`src/cie_pkg.sv`:
```
// Purpose: Shared constants for the instruction execute block.
// Assumes: 8-bit data path, 32-bit classic Wishbone register port.
// Notes: Opcodes are local codes for the execute port, not fetched encodings.
package cie_pkg;
	localparam int DATA_W = 8;
	localparam int PC_W = 11;
	localparam logic [5:0] OP_IDLE = 6'h00;
	localparam logic [5:0] OP_PRECLEAR_A = 6'h01;
	localparam logic [5:0] OP_PRECLEAR_B = 6'h02;
	localparam logic [5:0] OP_INV_MEM = 6'h03;
	localparam logic [5:0] OP_INV_WORK = 6'h04;
	localparam logic [5:0] OP_BCD_ADJ = 6'h05;
	localparam logic [5:0] OP_DEC_MEM = 6'h06;
	localparam logic [5:0] OP_DEC_WORK = 6'h07;
	localparam logic [5:0] OP_INC_MEM = 6'h08;
	localparam logic [5:0] OP_INC_WORK = 6'h09;
	localparam logic [5:0] OP_SLEEP = 6'h0a;
	localparam logic [5:0] OP_JUMP = 6'h0b;
	localparam logic [5:0] OP_MOV_M2W = 6'h0c;
	localparam logic [5:0] OP_MOV_I2W = 6'h0d;
	localparam logic [5:0] OP_MOV_W2M = 6'h0e;
	localparam logic [5:0] OP_OR_MEM_W = 6'h0f;
	localparam logic [5:0] OP_OR_IMM_W = 6'h10;
	localparam logic [5:0] OP_OR_INTO_MEM = 6'h11;
	localparam logic [5:0] OP_RET = 6'h12;
	localparam logic [5:0] OP_RET_IMM = 6'h13;
	localparam logic [5:0] OP_RET_INT = 6'h14;
	localparam logic [5:0] OP_ROL_MEM = 6'h15;
	localparam logic [5:0] OP_ROL_WORK = 6'h16;
	localparam logic [5:0] OP_ROLC_MEM = 6'h17;
	localparam logic [5:0] OP_ROLC_WORK = 6'h18;
	localparam logic [5:0] OP_ROR_MEM = 6'h19;
	localparam logic [5:0] OP_ROR_WORK = 6'h1a;
	localparam logic [5:0] OP_RORC_MEM = 6'h1b;
	localparam logic [5:0] OP_RORC_WORK = 6'h1c;
	localparam logic [5:0] OP_SUB_BORROW = 6'h1d;
	// Register word offsets (byte addresses).
	localparam logic [3:0] ADR_WORK = 4'h0;
	localparam logic [3:0] ADR_STATUS = 4'h4;
	localparam logic [3:0] ADR_PC = 4'h8;
	localparam logic [3:0] ADR_CTRL = 4'hc;
	// Status field positions.
	localparam int ST_C = 0;
	localparam int ST_HC = 1;
	localparam int ST_Z = 2;
	localparam int ST_PD = 3;
	localparam int ST_TO = 4;
	localparam int ST_GIE = 5;
	localparam int ST_SLEEP = 6;
	localparam logic [7:0] STATUS_RST = 8'h00;
	localparam logic [7:0] WORK_RST = 8'h00;
	localparam logic [3:0] BCD_LIMIT = 4'h9;
	localparam logic [3:0] BCD_FIX = 4'h6;
endpackage

```
`src/cie_core.sv`:
```
// Purpose: Execute stage for one group of 8-bit instructions.
// Assumes: One clock, asynchronous active-low reset, memory read data valid with the request.
// Notes: Software can inspect work, status and program counter over Wishbone, and preset work, program counter and the C, HC, Z and GIE status bits
// in a cycle with the clock enable high and no instruction executing or interrupt being taken.
//
// The Wishbone slave port and the address map were left to the implementer.
`timescale 1ns/1ps
// Overview of operation
// RULE_01: Pre-clear B acts only when it alternates with pre-clear A.
// RULE_02: Invert memory complements the memory byte, updates only zero.
// RULE_03: Invert to work writes complement to work, memory kept, zero only.
// RULE_04: BCD adjust adds six per nibble above nine or with its carry, writes memory.
// RULE_05: BCD adjust changes only carry, set when decimal sum passes one hundred.
// RULE_06: Subtract one to memory or work, only zero changes.
// RULE_07: Add one to memory or work, only zero changes.
// RULE_08: Sleep halts, clears watchdog and prescaler, sets powerdown, clears expiry.
// RULE_09: Jump loads address field, takes two cycles, no flag changes.
// RULE_10: Copy value moves memory or immediate to work, or work to memory.
// RULE_11: Idle cycle changes nothing.
// RULE_12: OR work with memory or immediate, result to work or memory, zero only.
// RULE_13: Subroutine exit pops program counter; immediate form loads work, no flags.
// RULE_14: Interrupt exit pops counter, sets global enable; pending interrupt first.
// RULE_15: Rotate left wraps bit seven into bit zero, no flags.
// RULE_16: Rotate left through carry: old carry to bit zero, bit seven to carry.
// RULE_17: Rotate right wraps bit zero into bit seven, no flags.
// RULE_18: Rotate right through carry: old carry to bit seven, bit zero to carry.
// RULE_19: Subtract with borrow to work; carry cleared when result negative.
// RULE_20: Subtract with borrow sets carry when result is positive or zero.
// RULE_21: Expiry and powerdown clear only after both pre-clears consecutively.
// RULE_22: Zero flag set when the written eight-bit result is all zeros.
module cie_core #(
	parameter int PC_W = cie_pkg::PC_W
) (
	input wire logic i_ref_clk,
	input wire logic i_arst_n,
	input wire logic i_clk_en,
	input wire logic i_op_valid,
	input wire logic [5:0] i_op_code,
	input wire logic [7:0] i_op_imm,
	input wire logic [PC_W-1:0] i_op_addr,
	input wire logic [7:0] i_mem_rdata,
	input wire logic [PC_W-1:0] i_stack_top,
	input wire logic i_irq_pending,
	input wire logic i_wake,
	output logic o_op_ready,
	output logic o_mem_we,
	output logic [7:0] o_mem_wdata,
	output logic o_stack_pop,
	output logic o_wdt_clear,
	output logic o_irq_take,
	output logic o_sleeping,
	output logic [PC_W-1:0] o_pc,
	output logic [7:0] o_work,
	input wire logic i_wb_cyc,
	input wire logic i_wb_stb,
	input wire logic i_wb_we,
	input wire logic [3:0] i_wb_adr,
	input wire logic [3:0] i_wb_sel,
	input wire logic [31:0] i_wb_dat,
	output logic [31:0] o_wb_dat,
	output logic o_wb_ack
);
	typedef enum logic [1:0] {CIE_RUN, CIE_DUMMY, CIE_SLEEP} cie_state_type;

	function automatic logic cie_is_zero(input logic [7:0] v);
		return v == 8'h00;
	endfunction

	cie_state_type state_r;
	logic [7:0] work_r;
	logic [7:0] work_nxt;
	logic [PC_W-1:0] pc_r;
	logic [PC_W-1:0] pc_nxt;
	logic c_r, hc_r, z_r, pd_r, to_r, gie_r;
	logic c_nxt, z_nxt, pd_nxt, to_nxt, gie_nxt;
	logic pre_a_last_r;
	logic pre_a_last_nxt;
	logic pending_irq_r;
	logic mem_we_nxt;
	logic [7:0] mem_wdata_nxt;
	logic stack_pop_nxt, wdt_clear_nxt, two_cycle, go_sleep;
	logic [8:0] bcd_sum;
	logic [8:0] sub_diff;
	logic [7:0] bcd_fix;
	logic wb_req, wb_wr, wb_ack_r;
	logic [31:0] wb_rd;
	logic [31:0] wb_dat_r;
	logic exec;

	assign exec = i_clk_en && state_r == CIE_RUN && i_op_valid;
	assign o_op_ready = state_r == CIE_RUN;
	assign wb_req = i_wb_cyc && i_wb_stb && !wb_ack_r;
	assign wb_wr = wb_req && i_wb_we && i_wb_sel[0];

	always_comb begin
		bcd_fix = 8'h00;
		if (work_r[3:0] > cie_pkg::BCD_LIMIT || hc_r)
			bcd_fix[3:0] = cie_pkg::BCD_FIX; // [RULE_04]
		if (work_r[7:4] > cie_pkg::BCD_LIMIT || c_r)
			bcd_fix[7:4] = cie_pkg::BCD_FIX; // [RULE_04]
		bcd_sum = {1'b0, work_r} + {1'b0, bcd_fix};
		sub_diff = {1'b0, work_r} - {1'b0, i_mem_rdata} - {8'h00, !c_r}; // [RULE_19]
	end

	always_comb begin
		work_nxt = work_r;
		pc_nxt = pc_r + PC_W'(1);
		c_nxt = c_r;
		z_nxt = z_r;
		pd_nxt = pd_r;
		to_nxt = to_r;
		gie_nxt = gie_r;
		pre_a_last_nxt = pre_a_last_r;
		mem_we_nxt = 1'b0;
		mem_wdata_nxt = 8'h00;
		stack_pop_nxt = 1'b0;
		wdt_clear_nxt = 1'b0;
		two_cycle = 1'b0;
		go_sleep = 1'b0;
		case (i_op_code)
			cie_pkg::OP_IDLE: begin
				pc_nxt = pc_r + PC_W'(1); // [RULE_11]
			end
			cie_pkg::OP_PRECLEAR_A: begin
				pre_a_last_nxt = 1'b1;
			end
			cie_pkg::OP_PRECLEAR_B: begin
				pre_a_last_nxt = 1'b0;
				if (pre_a_last_r) begin // [RULE_01] [RULE_21]
					wdt_clear_nxt = 1'b1;
					to_nxt = 1'b0;
					pd_nxt = 1'b0;
				end
			end
			cie_pkg::OP_INV_MEM: begin
				mem_we_nxt = 1'b1; // [RULE_02]
				mem_wdata_nxt = ~i_mem_rdata;
				z_nxt = cie_is_zero(~i_mem_rdata); // [RULE_22]
			end
			cie_pkg::OP_INV_WORK: begin
				work_nxt = ~i_mem_rdata; // [RULE_03]
				z_nxt = cie_is_zero(~i_mem_rdata);
			end
			cie_pkg::OP_BCD_ADJ: begin
				mem_we_nxt = 1'b1;
				mem_wdata_nxt = bcd_sum[7:0]; // [RULE_04]
				c_nxt = c_r | bcd_sum[8]; // [RULE_05]
			end
			cie_pkg::OP_DEC_MEM: begin
				mem_we_nxt = 1'b1; // [RULE_06]
				mem_wdata_nxt = i_mem_rdata - 8'h01;
				z_nxt = cie_is_zero(i_mem_rdata - 8'h01);
			end
			cie_pkg::OP_DEC_WORK: begin
				work_nxt = i_mem_rdata - 8'h01; // [RULE_06]
				z_nxt = cie_is_zero(i_mem_rdata - 8'h01);
			end
			cie_pkg::OP_INC_MEM: begin
				mem_we_nxt = 1'b1; // [RULE_07]
				mem_wdata_nxt = i_mem_rdata + 8'h01;
				z_nxt = cie_is_zero(i_mem_rdata + 8'h01);
			end
			cie_pkg::OP_INC_WORK: begin
				work_nxt = i_mem_rdata + 8'h01; // [RULE_07]
				z_nxt = cie_is_zero(i_mem_rdata + 8'h01);
			end
			cie_pkg::OP_SLEEP: begin
				go_sleep = 1'b1; // [RULE_08]
				wdt_clear_nxt = 1'b1;
				pd_nxt = 1'b1;
				to_nxt = 1'b0;
			end
			cie_pkg::OP_JUMP: begin
				pc_nxt = i_op_addr; // [RULE_09]
				two_cycle = 1'b1;
			end
			cie_pkg::OP_MOV_M2W: work_nxt = i_mem_rdata; // [RULE_10]
			cie_pkg::OP_MOV_I2W: work_nxt = i_op_imm; // [RULE_10]
			cie_pkg::OP_MOV_W2M: begin
				mem_we_nxt = 1'b1; // [RULE_10]
				mem_wdata_nxt = work_r;
			end
			cie_pkg::OP_OR_MEM_W: begin
				work_nxt = work_r | i_mem_rdata; // [RULE_12]
				z_nxt = cie_is_zero(work_r | i_mem_rdata);
			end
			cie_pkg::OP_OR_IMM_W: begin
				work_nxt = work_r | i_op_imm; // [RULE_12]
				z_nxt = cie_is_zero(work_r | i_op_imm);
			end
			cie_pkg::OP_OR_INTO_MEM: begin
				mem_we_nxt = 1'b1; // [RULE_12]
				mem_wdata_nxt = work_r | i_mem_rdata;
				z_nxt = cie_is_zero(work_r | i_mem_rdata);
			end
			cie_pkg::OP_RET, cie_pkg::OP_RET_IMM, cie_pkg::OP_RET_INT: begin
				pc_nxt = i_stack_top; // [RULE_13]
				stack_pop_nxt = 1'b1;
				two_cycle = 1'b1;
				if (i_op_code == cie_pkg::OP_RET_IMM)
					work_nxt = i_op_imm; // [RULE_13]
				if (i_op_code == cie_pkg::OP_RET_INT)
					gie_nxt = 1'b1; // [RULE_14]
			end
			cie_pkg::OP_ROL_MEM: begin
				mem_we_nxt = 1'b1; // [RULE_15]
				mem_wdata_nxt = {i_mem_rdata[6:0], i_mem_rdata[7]};
			end
			cie_pkg::OP_ROL_WORK: work_nxt = {i_mem_rdata[6:0], i_mem_rdata[7]}; // [RULE_15]
			cie_pkg::OP_ROLC_MEM: begin
				mem_we_nxt = 1'b1; // [RULE_16]
				mem_wdata_nxt = {i_mem_rdata[6:0], c_r};
				c_nxt = i_mem_rdata[7];
			end
			cie_pkg::OP_ROLC_WORK: begin
				work_nxt = {i_mem_rdata[6:0], c_r}; // [RULE_16]
				c_nxt = i_mem_rdata[7];
			end
			cie_pkg::OP_ROR_MEM: begin
				mem_we_nxt = 1'b1; // [RULE_17]
				mem_wdata_nxt = {i_mem_rdata[0], i_mem_rdata[7:1]};
			end
			cie_pkg::OP_ROR_WORK: work_nxt = {i_mem_rdata[0], i_mem_rdata[7:1]}; // [RULE_17]
			cie_pkg::OP_RORC_MEM: begin
				mem_we_nxt = 1'b1; // [RULE_18]
				mem_wdata_nxt = {c_r, i_mem_rdata[7:1]};
				c_nxt = i_mem_rdata[0];
			end
			cie_pkg::OP_RORC_WORK: begin
				work_nxt = {c_r, i_mem_rdata[7:1]}; // [RULE_18]
				c_nxt = i_mem_rdata[0];
			end
			cie_pkg::OP_SUB_BORROW: begin
				work_nxt = sub_diff[7:0]; // [RULE_19]
				c_nxt = !sub_diff[8]; // [RULE_19] [RULE_20]
				z_nxt = cie_is_zero(sub_diff[7:0]);
			end
			default: pc_nxt = pc_r + PC_W'(1);
		endcase
		// Any other opcode breaks the alternation of the two pre-clears.
		if (i_op_code != cie_pkg::OP_PRECLEAR_A && i_op_code != cie_pkg::OP_PRECLEAR_B)
			pre_a_last_nxt = 1'b0;
	end

	always_ff @(posedge i_ref_clk or negedge i_arst_n) begin
		if (!i_arst_n) begin
			state_r <= CIE_RUN;
		end else if (i_clk_en) begin
			case (state_r)
				CIE_RUN: begin
					if (exec && go_sleep)
						state_r <= CIE_SLEEP; // [RULE_08]
					else if (exec && two_cycle)
						state_r <= CIE_DUMMY; // [RULE_09]
				end
				CIE_DUMMY: state_r <= CIE_RUN;
				CIE_SLEEP: if (i_wake) state_r <= CIE_RUN;
				default: state_r <= CIE_RUN;
			endcase
		end
	end

	always_ff @(posedge i_ref_clk or negedge i_arst_n) begin
		if (!i_arst_n) begin
			work_r <= cie_pkg::WORK_RST;
			pc_r <= '0;
			{gie_r, to_r, pd_r, z_r, hc_r, c_r} <= 6'h00;
			pre_a_last_r <= 1'b0;
		end else if (i_clk_en) begin
			if (exec) begin
				work_r <= work_nxt;
				pc_r <= pc_nxt;
				c_r <= c_nxt;
				z_r <= z_nxt;
				pd_r <= pd_nxt;
				to_r <= to_nxt;
				gie_r <= gie_nxt;
				pre_a_last_r <= pre_a_last_nxt;
			end else if (state_r == CIE_DUMMY && pending_irq_r) begin
				gie_r <= 1'b0; // [RULE_14]
			end else if (wb_wr) begin
				case (i_wb_adr)
					cie_pkg::ADR_WORK: work_r <= i_wb_dat[7:0];
					cie_pkg::ADR_STATUS: begin
						c_r <= i_wb_dat[cie_pkg::ST_C];
						hc_r <= i_wb_dat[cie_pkg::ST_HC];
						z_r <= i_wb_dat[cie_pkg::ST_Z];
						gie_r <= i_wb_dat[cie_pkg::ST_GIE];
					end
					cie_pkg::ADR_PC: pc_r <= i_wb_dat[PC_W-1:0];
					default: work_r <= work_r;
				endcase
			end
		end
	end

	// An interrupt pending at interrupt exit is taken in the dummy cycle, before the program resumes.
	always_ff @(posedge i_ref_clk or negedge i_arst_n) begin
		if (!i_arst_n) begin
			pending_irq_r <= 1'b0;
			o_irq_take <= 1'b0;
		end else if (i_clk_en) begin
			pending_irq_r <= exec && i_op_code == cie_pkg::OP_RET_INT && i_irq_pending;
			o_irq_take <= state_r == CIE_DUMMY && pending_irq_r; // [RULE_14]
		end else begin
			o_irq_take <= 1'b0;
		end
	end

	always_ff @(posedge i_ref_clk or negedge i_arst_n) begin
		if (!i_arst_n) begin
			o_mem_we <= 1'b0;
			o_mem_wdata <= 8'h00;
			o_stack_pop <= 1'b0;
			o_wdt_clear <= 1'b0;
		end else if (i_clk_en) begin
			o_mem_we <= exec && mem_we_nxt;
			o_mem_wdata <= mem_wdata_nxt;
			o_stack_pop <= exec && stack_pop_nxt;
			o_wdt_clear <= exec && wdt_clear_nxt; // [RULE_08]
		end else begin
			o_mem_we <= 1'b0;
			o_stack_pop <= 1'b0;
			o_wdt_clear <= 1'b0;
		end
	end

	always_comb begin
		wb_rd = 32'h0000_0000;
		case (i_wb_adr)
			cie_pkg::ADR_WORK: wb_rd[7:0] = work_r;
			cie_pkg::ADR_STATUS: wb_rd[6:0] = {state_r == CIE_SLEEP, gie_r, to_r, pd_r, z_r, hc_r, c_r};
			cie_pkg::ADR_PC: wb_rd[PC_W-1:0] = pc_r;
			default: wb_rd = 32'h0000_0000;
		endcase
	end

	// Wishbone answers one cycle after the request regardless of the clock enable.
	always_ff @(posedge i_ref_clk or negedge i_arst_n) begin
		if (!i_arst_n) begin
			wb_ack_r <= 1'b0;
			wb_dat_r <= 32'h0000_0000;
		end else begin
			wb_ack_r <= wb_req;
			if (wb_req)
				wb_dat_r <= wb_rd;
		end
	end

	assign o_wb_ack = wb_ack_r;
	assign o_wb_dat = wb_dat_r;
	assign o_pc = pc_r;
	assign o_work = work_r;
	assign o_sleeping = state_r == CIE_SLEEP;

	property p_preclear_b_alone;
		@(posedge i_ref_clk) disable iff (!i_arst_n)
		exec && i_op_code == cie_pkg::OP_PRECLEAR_B && !pre_a_last_r |=> !o_wdt_clear && $stable(to_r) && $stable(pd_r);
	endproperty
	a_preclear_b_alone: assert property (p_preclear_b_alone) else $error("Lone pre-clear B had effect."); // [RULE_01]

	property p_preclear_pair;
		@(posedge i_ref_clk) disable iff (!i_arst_n)
		exec && i_op_code == cie_pkg::OP_PRECLEAR_B && pre_a_last_r |=> o_wdt_clear && !to_r && !pd_r;
	endproperty
	a_preclear_pair: assert property (p_preclear_pair) else $error("Pre-clear pair did not clear."); // [RULE_21]

	property p_inv_mem;
		@(posedge i_ref_clk) disable iff (!i_arst_n)
		exec && i_op_code == cie_pkg::OP_INV_MEM |=> o_mem_we && o_mem_wdata == ~$past(i_mem_rdata) && $stable(c_r);
	endproperty
	a_inv_mem: assert property (p_inv_mem) else $error("Invert memory wrong."); // [RULE_02]

	property p_sleep;
		@(posedge i_ref_clk) disable iff (!i_arst_n)
		exec && i_op_code == cie_pkg::OP_SLEEP |=> o_sleeping && pd_r && !to_r && o_wdt_clear;
	endproperty
	a_sleep: assert property (p_sleep) else $error("Sleep did not enter power down."); // [RULE_08]

	property p_jump;
		@(posedge i_ref_clk) disable iff (!i_arst_n)
		exec && i_op_code == cie_pkg::OP_JUMP ##0 i_clk_en [*2] |-> !o_op_ready ##1 o_op_ready && o_pc == $past(i_op_addr, 2);
	endproperty
	a_jump: assert property (p_jump) else $error("Jump timing or target wrong."); // [RULE_09]

	property p_sub_carry;
		@(posedge i_ref_clk) disable iff (!i_arst_n)
		exec && i_op_code == cie_pkg::OP_SUB_BORROW |=> c_r == ($past(work_r) >= $past(i_mem_rdata) + 9'($past(!c_r)));
	endproperty
	a_sub_carry: assert property (p_sub_carry) else $error("Borrow carry wrong."); // [RULE_20]

	property p_rotc;
		@(posedge i_ref_clk) disable iff (!i_arst_n)
		exec && i_op_code == cie_pkg::OP_ROLC_WORK |=> c_r == $past(i_mem_rdata[7]) && work_r[0] == $past(c_r);
	endproperty
	a_rotc: assert property (p_rotc) else $error("Rotate through carry wrong."); // [RULE_16]

	property p_interrupt_exit;
		@(posedge i_ref_clk) disable iff (!i_arst_n)
		exec && i_op_code == cie_pkg::OP_RET_INT && !i_irq_pending |=> gie_r && o_stack_pop && o_pc == $past(i_stack_top);
	endproperty
	a_interrupt_exit: assert property (p_interrupt_exit) else $error("Interrupt exit wrong."); // [RULE_14]
endmodule

```
`config.mk`:
```
export PLATFORM = sky130hd
export DESIGN_NAME = cie_core
export DESIGN_NICKNAME = d
export VERILOG_FILES = /design/src/cie_pkg.sv /design/src/cie_core.sv
export SDC_FILE = /design/constraint.sdc
export NUM_CORES = 1
export LEC_CHECK = 0
export BUFFER_PORTS_ARGS = -buffer_cell sky130_fd_sc_hd__buf_2
export CAP_MARGIN = 20
export CORE_MARGIN = 1.5
export CORE_UTILIZATION = 30
export DETAILED_ROUTE_END_ITERATION = 16
export SLEW_MARGIN = 0
export SYNTH_ARGS = -nofsm -noshare
export SYNTH_HDL_FRONTEND = slang
export SYNTH_SLANG_ARGS = --single-unit
```
`constraint.sdc`:
```
create_clock -name i_ref_clk -period 5.8 [get_ports i_ref_clk]
set_clock_uncertainty 0.1 [all_clocks]
set_input_delay 0 -clock i_ref_clk [delete_from_list [all_inputs] [get_ports i_ref_clk]]
set_output_delay 0 -clock i_ref_clk [all_outputs]
set_load 0.01 [all_outputs]
```
==> run summary, run 1 <==
CTS root buffer - clkbuf_16
worst skew pair latency - 0.30 ns
Final Hold Slack - 0.02653 ns
Hold Path Class - in2reg
clk buf depth - 2
WL/cell - 21.01 um
vias in the first global route - 5971
Die X - 143.4 um
r2r setup slk - 2.24 ns
cts bufs inserted - 5
First DRT Iteration DRCs - 806
cell area power density - 244.5 nW/um^2
Tmin final - 3.564 ns
Total Negative Setup Slacks - 0 ns
fin cells - 1115
WHS Path Cells - 4
Mapped Cells - 755
top cell type's share of synthesized area - 22.02%
clock tree from TritonCTS - done
row cnt - 51
reg2reg end - o_work[7]
CTS Sinks - 52
final wirelength - 23430 um
number of flops mapped to enable cells by yosys - 0
postcts setup bufs - 0
initial antenna violation count - 1
IO buf count - 113
post-route clock period utilization - 61.44%
flops & latches, synth - 52
Yosys warning count - 0
Vias - 6625
status - finished clean
finished layout cell area - 6867 um^2
ANT nets after route - 0
post-DP HPWL - 17270 um
cells on worst reg2reg path - 9
first-pass GRT wire length - 35160 um
count leader, synth - nand2_1
worst setup margin - 2.236 ns
final hold violations - 0
final-report max-slew violation count - 0
Layout area overhead - 16.17%
Residual DRC - 0
origin of the critical flop-to-flop path - o_work[0]
pin count of the biggest net entering global routing - 53
1st-pass router iterations - 8
Slew @ Worst Pin - 1.108 ns
CP startpoint - o_work[0]
dpl ws - 2.341 ns
# fillers - 2117
clk slew on worst S/H paths - 0.07 ns
Final GP Congestion - 1.051
area leader, netlist - dfrtp_1
Die Span Y - 143.4 um
DR vias/cell - 5.942
Placement Cell Area - 6520 um^2
core box area - 19400 um^2
proportion of layout cells with a drive suffix above 1 - 18.96%
Hold Startpoint - i_op_addr[9]
RSZ-0062 raised after global routing - no
MaxCap Viol Count - 0
critical path required time - 5.89 ns
mean area per synthesized cell - 7.829 um^2
critical path endpoint category - flop
ranking of synthesized cells by area - dfrtp_1, ha_1, nand2_1
H-tree depth - 2
synthesized area - 5911 um^2
endpoints failing setup - 0
Yosys cell types - 96
CP arrival - 3.65 ns
post-cts gate resize count - 0
DIE AREA - 20550 um^2
Worst Hold Path EP - o_pc[9]
# IOs - 159
register area share after synthesis - 22.02%
CP Class - reg2reg
Startpoint Class - flop
Worst Path Max Fanout - 6
GRT overflow - 0
post-layout util - 35.40%
share of async-settable or async-resettable flops after synthesis - 100.0%
worst rel slew slack - 25.56%
Primary FF master, synth - dfrtp_1
Achievable Freq - 280.6 MHz
Final Power - 1.679 mW
Initial Util - 30.47%
GRT Util Overall - 22.34%
Pleak - 2.886 nW
Post-synth top cells - nand2_1, nor2_1, dfrtp_1
# placed instances - 1088
peak supply drop - 103.8 uV
Layout Nets - 973
[power by group]
| group | switching, mW | total [mW] | internal, mW |
|---|---|---|---|
| registers | 0.111 | 0.522 | 0.411 |
| logic | 0.503 | 0.820 | 0.317 |
| clock network | 0.134 | 0.337 | 0.203 |
| total | 0.747 | 1.68 | 0.931 |
[cell usage in the layout (no fill, tap or decap), types with 18 or more instances in the layout]
cell	synthesis	routed
buf_2	14	113
nand2_1	73	73
nor2_1	65	65
dfrtp_1	52	52
o21ai_0	50	50
inv_1	38	38
a21oi_1	30	30
nand3_1	29	29
ha_1	29	29
conb_1	1	21
nor3_1	20	20
xnor2_1	18	18
a221oi_1	18	18
dlygate4sd3_1	0	18
[cell type report]
type                    instances  area [um^2]  share of cell area (%)
multi-input cells             610         4113                   59.89
clock inverters                 2        35.03                  0.5102
inverters                      41        156.4                   2.278
clock buffers                   6        128.9                   1.877
flip-flops and latches         52         1301                   18.95
repair buffers                138        798.3                   11.63
diodes                          1        2.502                 0.03644
well taps                     265        331.6                   4.829
[sequential cells by signal, indices dropped and copies added, names as in the netlist, 2 cells and up]
signal and cells:
o_mem_wdata 8, o_pc 11, o_wb_dat 11, o_work 8, state_r 2
[worst max path at each step]
stage                endpoint  slack [ns]  depth (start not counted)
floorplan                 c_r        2.94                         10
global placement    o_work[7]        2.44                          9
detailed placement  o_work[7]        2.34                          9
CTS                 o_work[7]        2.30                         10
global route        o_work[7]        2.14                          9
finish              o_work[7]        2.24                          9
[worst max-delay path, cell delays in order (launching register included)]
cell and delay, ns:
dfrtp_1 0.61, inv_1 0.26, fa_1 0.59, ha_1 0.14, o21ai_0 0.13, a311oi_1 0.47, nor4_1 0.08, a311oi_1 0.60
o2111ai_1 0.24, a31o_1 0.22
[timing repair]
item                                    in CTS  in global routing
hold endpoints to repair                    75                  0
hold buffers                                18                  0
endpoints found under the setup margin       0                  0
[routing by layer]
metal	part of all wire [%]	vias up	GRT usage (%)
met5	0	-	0
met4	2.6	0	6.660
met3	11	59	5.831
met2	43	444	34.56
li1	-	2982	-
met1	43	3140	30.41
[cells by family (layout without fill, tap and decap cells)]
group | Yosys count | after routing | share of synthesized area (%)
adders and majority gates | 32 | 32 | 7.155
buffers and inverters | 113 | 187 | 9.674
xor gates and xnor gates | 27 | 27 | 4.001
DFF | 52 | 52 | 22.02
AOI/OAI and AO/OA | 236 | 236 | 29.17
other | 1 | 22 | 0.06344
muxes | 15 | 15 | 2.794
and+or+nand+nor | 279 | 279 | 25.13
Note: power is estimated with default switching activity, not from simulation.
==> run 2, diff against run 1 <==
==> constraint.sdc (replaced) <==
create_clock -name i_ref_clk -period 3.7 [get_ports i_ref_clk]
set_clock_uncertainty 0.1 [all_clocks]
set_input_delay 0 -clock i_ref_clk [delete_from_list [all_inputs] [get_ports i_ref_clk]]
set_output_delay 0 -clock i_ref_clk [all_outputs]
set_load 0.01 [all_outputs]
==> run 2 against run 1 <==
  * Total power rose by 55%
  * Clock power increased by 40%
  * Critical path depth grew 1
  * Critical path type unchanged
  * Critical endpoint unchanged
==> run summary, run 2 (synthesis gave the netlist of run 1 again) <==
hold_buf cts - 18 (unchanged)
Worst Hold Path EP - o_pc[9]
origin of the critical flop-to-flop path - c_r
Vias - 6530 (-1.4%)
reg2reg end - o_work[7]
Startpoint Class - flop
WL/cell - 21.53 um (+2.5%)
most frequent cells in the layout - buf_2, nand2_1, nor2_1
Pleak - 2.938 nW (+1.8%)
clock tree from TritonCTS - done
first-pass GRT wire length - 36570 um (+4.0%)
endpoints failing setup - 0 (unchanged)
initial antenna violation count - 0 (-1)
final-report max-slew violation count - 0 (unchanged)
CP Cell Sequence - inv_1, fa_1, inv_1, ha_1, o21ai_0, a311oi_1, nor4_1, a311oi_1, o2111ai_1, a31o_1
most common cell after layout, fill and taps aside - buf_2
DR vias/cell - 5.789 (-2.6%)
proportion of layout cells with a drive suffix above 1 - 20.16% (+1.2 points)
CP arrival - 3.32 ns (-0.33 ns)
Achievable Freq - 310.2 MHz (+11%)
core box area - 19400 um^2 (unchanged)
cells on worst reg2reg path - 10 (+1)
Tmin final - 3.224 ns (-0.3395 ns)
cell area power density - 375.7 nW/um^2 (+54%)
Worst Path Max Fanout - 7 (+1)
slowest library cell on the worst path - a311oi_1
critical path required time - 3.79 ns (-2.10 ns)
post-DP HPWL - 18560 um (+7.5%)
final wirelength - 24290 um (+3.7%)
clk slew on worst S/H paths - 0.07 ns (about the same)
Placement Cell Area - 6621 um^2 (+1.6%)
postcts setup bufs - 0 (unchanged)
worst rel slew slack - 36.12% (+11 points)
Final Power - 2.610 mW (+55%)
Layout area overhead - 17.53%
DIE AREA - 20550 um^2 (unchanged)
cts bufs inserted - 5 (unchanged)
post-route clock period utilization - 87.14% (+26 points)
critical path's largest stage delay - 0.54 ns (-0.07 ns)
Register Area - 1301 um^2 (unchanged)
Die X - 143.4 um (unchanged)
post-layout util - 35.81% (+0.41 points)
First DRT Iteration DRCs - 666 (-17%)
Slew @ Worst Pin - 0.9509 ns (-0.1572 ns)
r2r setup slk - 0.48 ns (-1.76 ns)
clk buf depth - 2 (unchanged)
WHS Path Cells - 4 (unchanged)
RSZ-0062 raised after global routing - no
CP Class - reg2reg
IO buf count - 113 (unchanged)
GRT overflow - 0 (unchanged)
Total Negative Setup Slacks - 0 ns (unchanged)
share of total power in combinational logic - 52.5% (+3.7 points)
H-tree depth - 2 (unchanged)
fin cells - 1128 (+1.2%)
# placed instances - 1102 (+1.3%)
vias in the first global route - 6084 (+1.9%)
Hold Startpoint - i_op_addr[9]
Final GP Congestion - 1.019 (-3.0%)
Initial Util - 30.47% (unchanged)
post-cts gate resize count - 0 (unchanged)
Inserted Diodes - 0 (-1)
Layout Nets - 987 (+1.4%)
ANT nets after route - 0 (unchanged)
row cnt - 51 (unchanged)
final hold violations - 0 (unchanged)
pin count of the biggest net entering global routing - 53 (unchanged)
status - finished clean
P_int - 1.422 mW (+53%)
Hold Path Class - in2reg
peak supply drop - 181.4 uV (+75%)
Clk pwr share - 18.0% (-2.1 points)
MaxCap Viol Count - 0 (unchanged)
GRT Util Overall - 23.48% (+1.1 points)
Die Span Y - 143.4 um (unchanged)
Multi-input gate area - 4113 um^2 (unchanged)
finished layout cell area - 6947 um^2 (+1.2%)
# fillers - 2129 (+0.57%)
Sw Share - 45.53% (+1.0 points)
net switching power - 1.188 mW (+59%)
CTS root buffer - clkbuf_16
critical path endpoint category - flop
Residual DRC - 0 (unchanged)
worst skew pair latency - 0.30 ns (about the same)
1st-pass router iterations - 5 (-3)
# IOs - 159 (unchanged)
CTS Sinks - 52 (unchanged)
Seq pwr share - 29.4% (-1.7 points)
run 2: through the flow:
| step | setup slack, ns | hold WS, ns |
|---|---|---|
| after floorplan | 0.8397 | -0.3956 |
| after global placement | 0.5490 | 0.07552 |
| after detailed placement | 0.4884 | 0.06942 |
| after CTS | 0.4743 | 0.02028 |
| after global routing | 0.3450 | 0.04722 |
| final | 0.4758 | 0.02392 |
run 2: worst max-delay path, delay by kind of cell, from the launching register on:
family / cells / cell delay [ns]
AOI/OAI and AO/OA: 5 / 1.52
adders and majority gates: 2 / 0.61
buffers and inverters: 2 / 0.32
DFF: 1 / 0.47
and+or+nand+nor: 1 / 0.10
run 2: power by group through the flow:
stage | clock network (mW) | logic (mW) | registers, mW
floorplan | 0 | 0.827 | 0.781
global placement | 0 | 1.33 | 0.777
detailed placement | 0 | 1.33 | 0.777
CTS | 0.485 | 1.36 | 0.767
global route | 0.502 | 1.50 | 0.780
finish | 0.471 | 1.37 | 0.768
run 2: per-layer routing:
metal  vias to the layer above  track usage, %  share of wire, %
met2                       382           38.21                44
met5                         -               0                 0
met4                         0           6.284               2.1
li1                       3009               -                 -
met1                      3098           32.36                44
met3                        41           3.432               9.4
run 2: how the worst max path moves through the flow:
stage               from   endpoint  slack [ns]  depth (start not counted)
2_1_floorplan  o_work[3]        c_r        0.84                         10
3_3_place_gp         c_r        c_r        0.55                         10
3_5_place_dp         c_r  o_work[7]        0.49                         10
4_1_cts              c_r  o_work[7]        0.47                         10
5_1_grt              c_r  o_work[7]        0.35                         10
6_report             c_r  o_work[7]        0.48                         10
run 2: final cells by class:
class | instances | area share (%)
multi-input combinational | 610 | 59.20
sequential | 52 | 18.73
timing repair buffer | 152 | 12.95
tap | 265 | 4.773
inverter | 41 | 2.251
clock buffer | 6 | 1.855
clock inverter | 2 | 0.2341
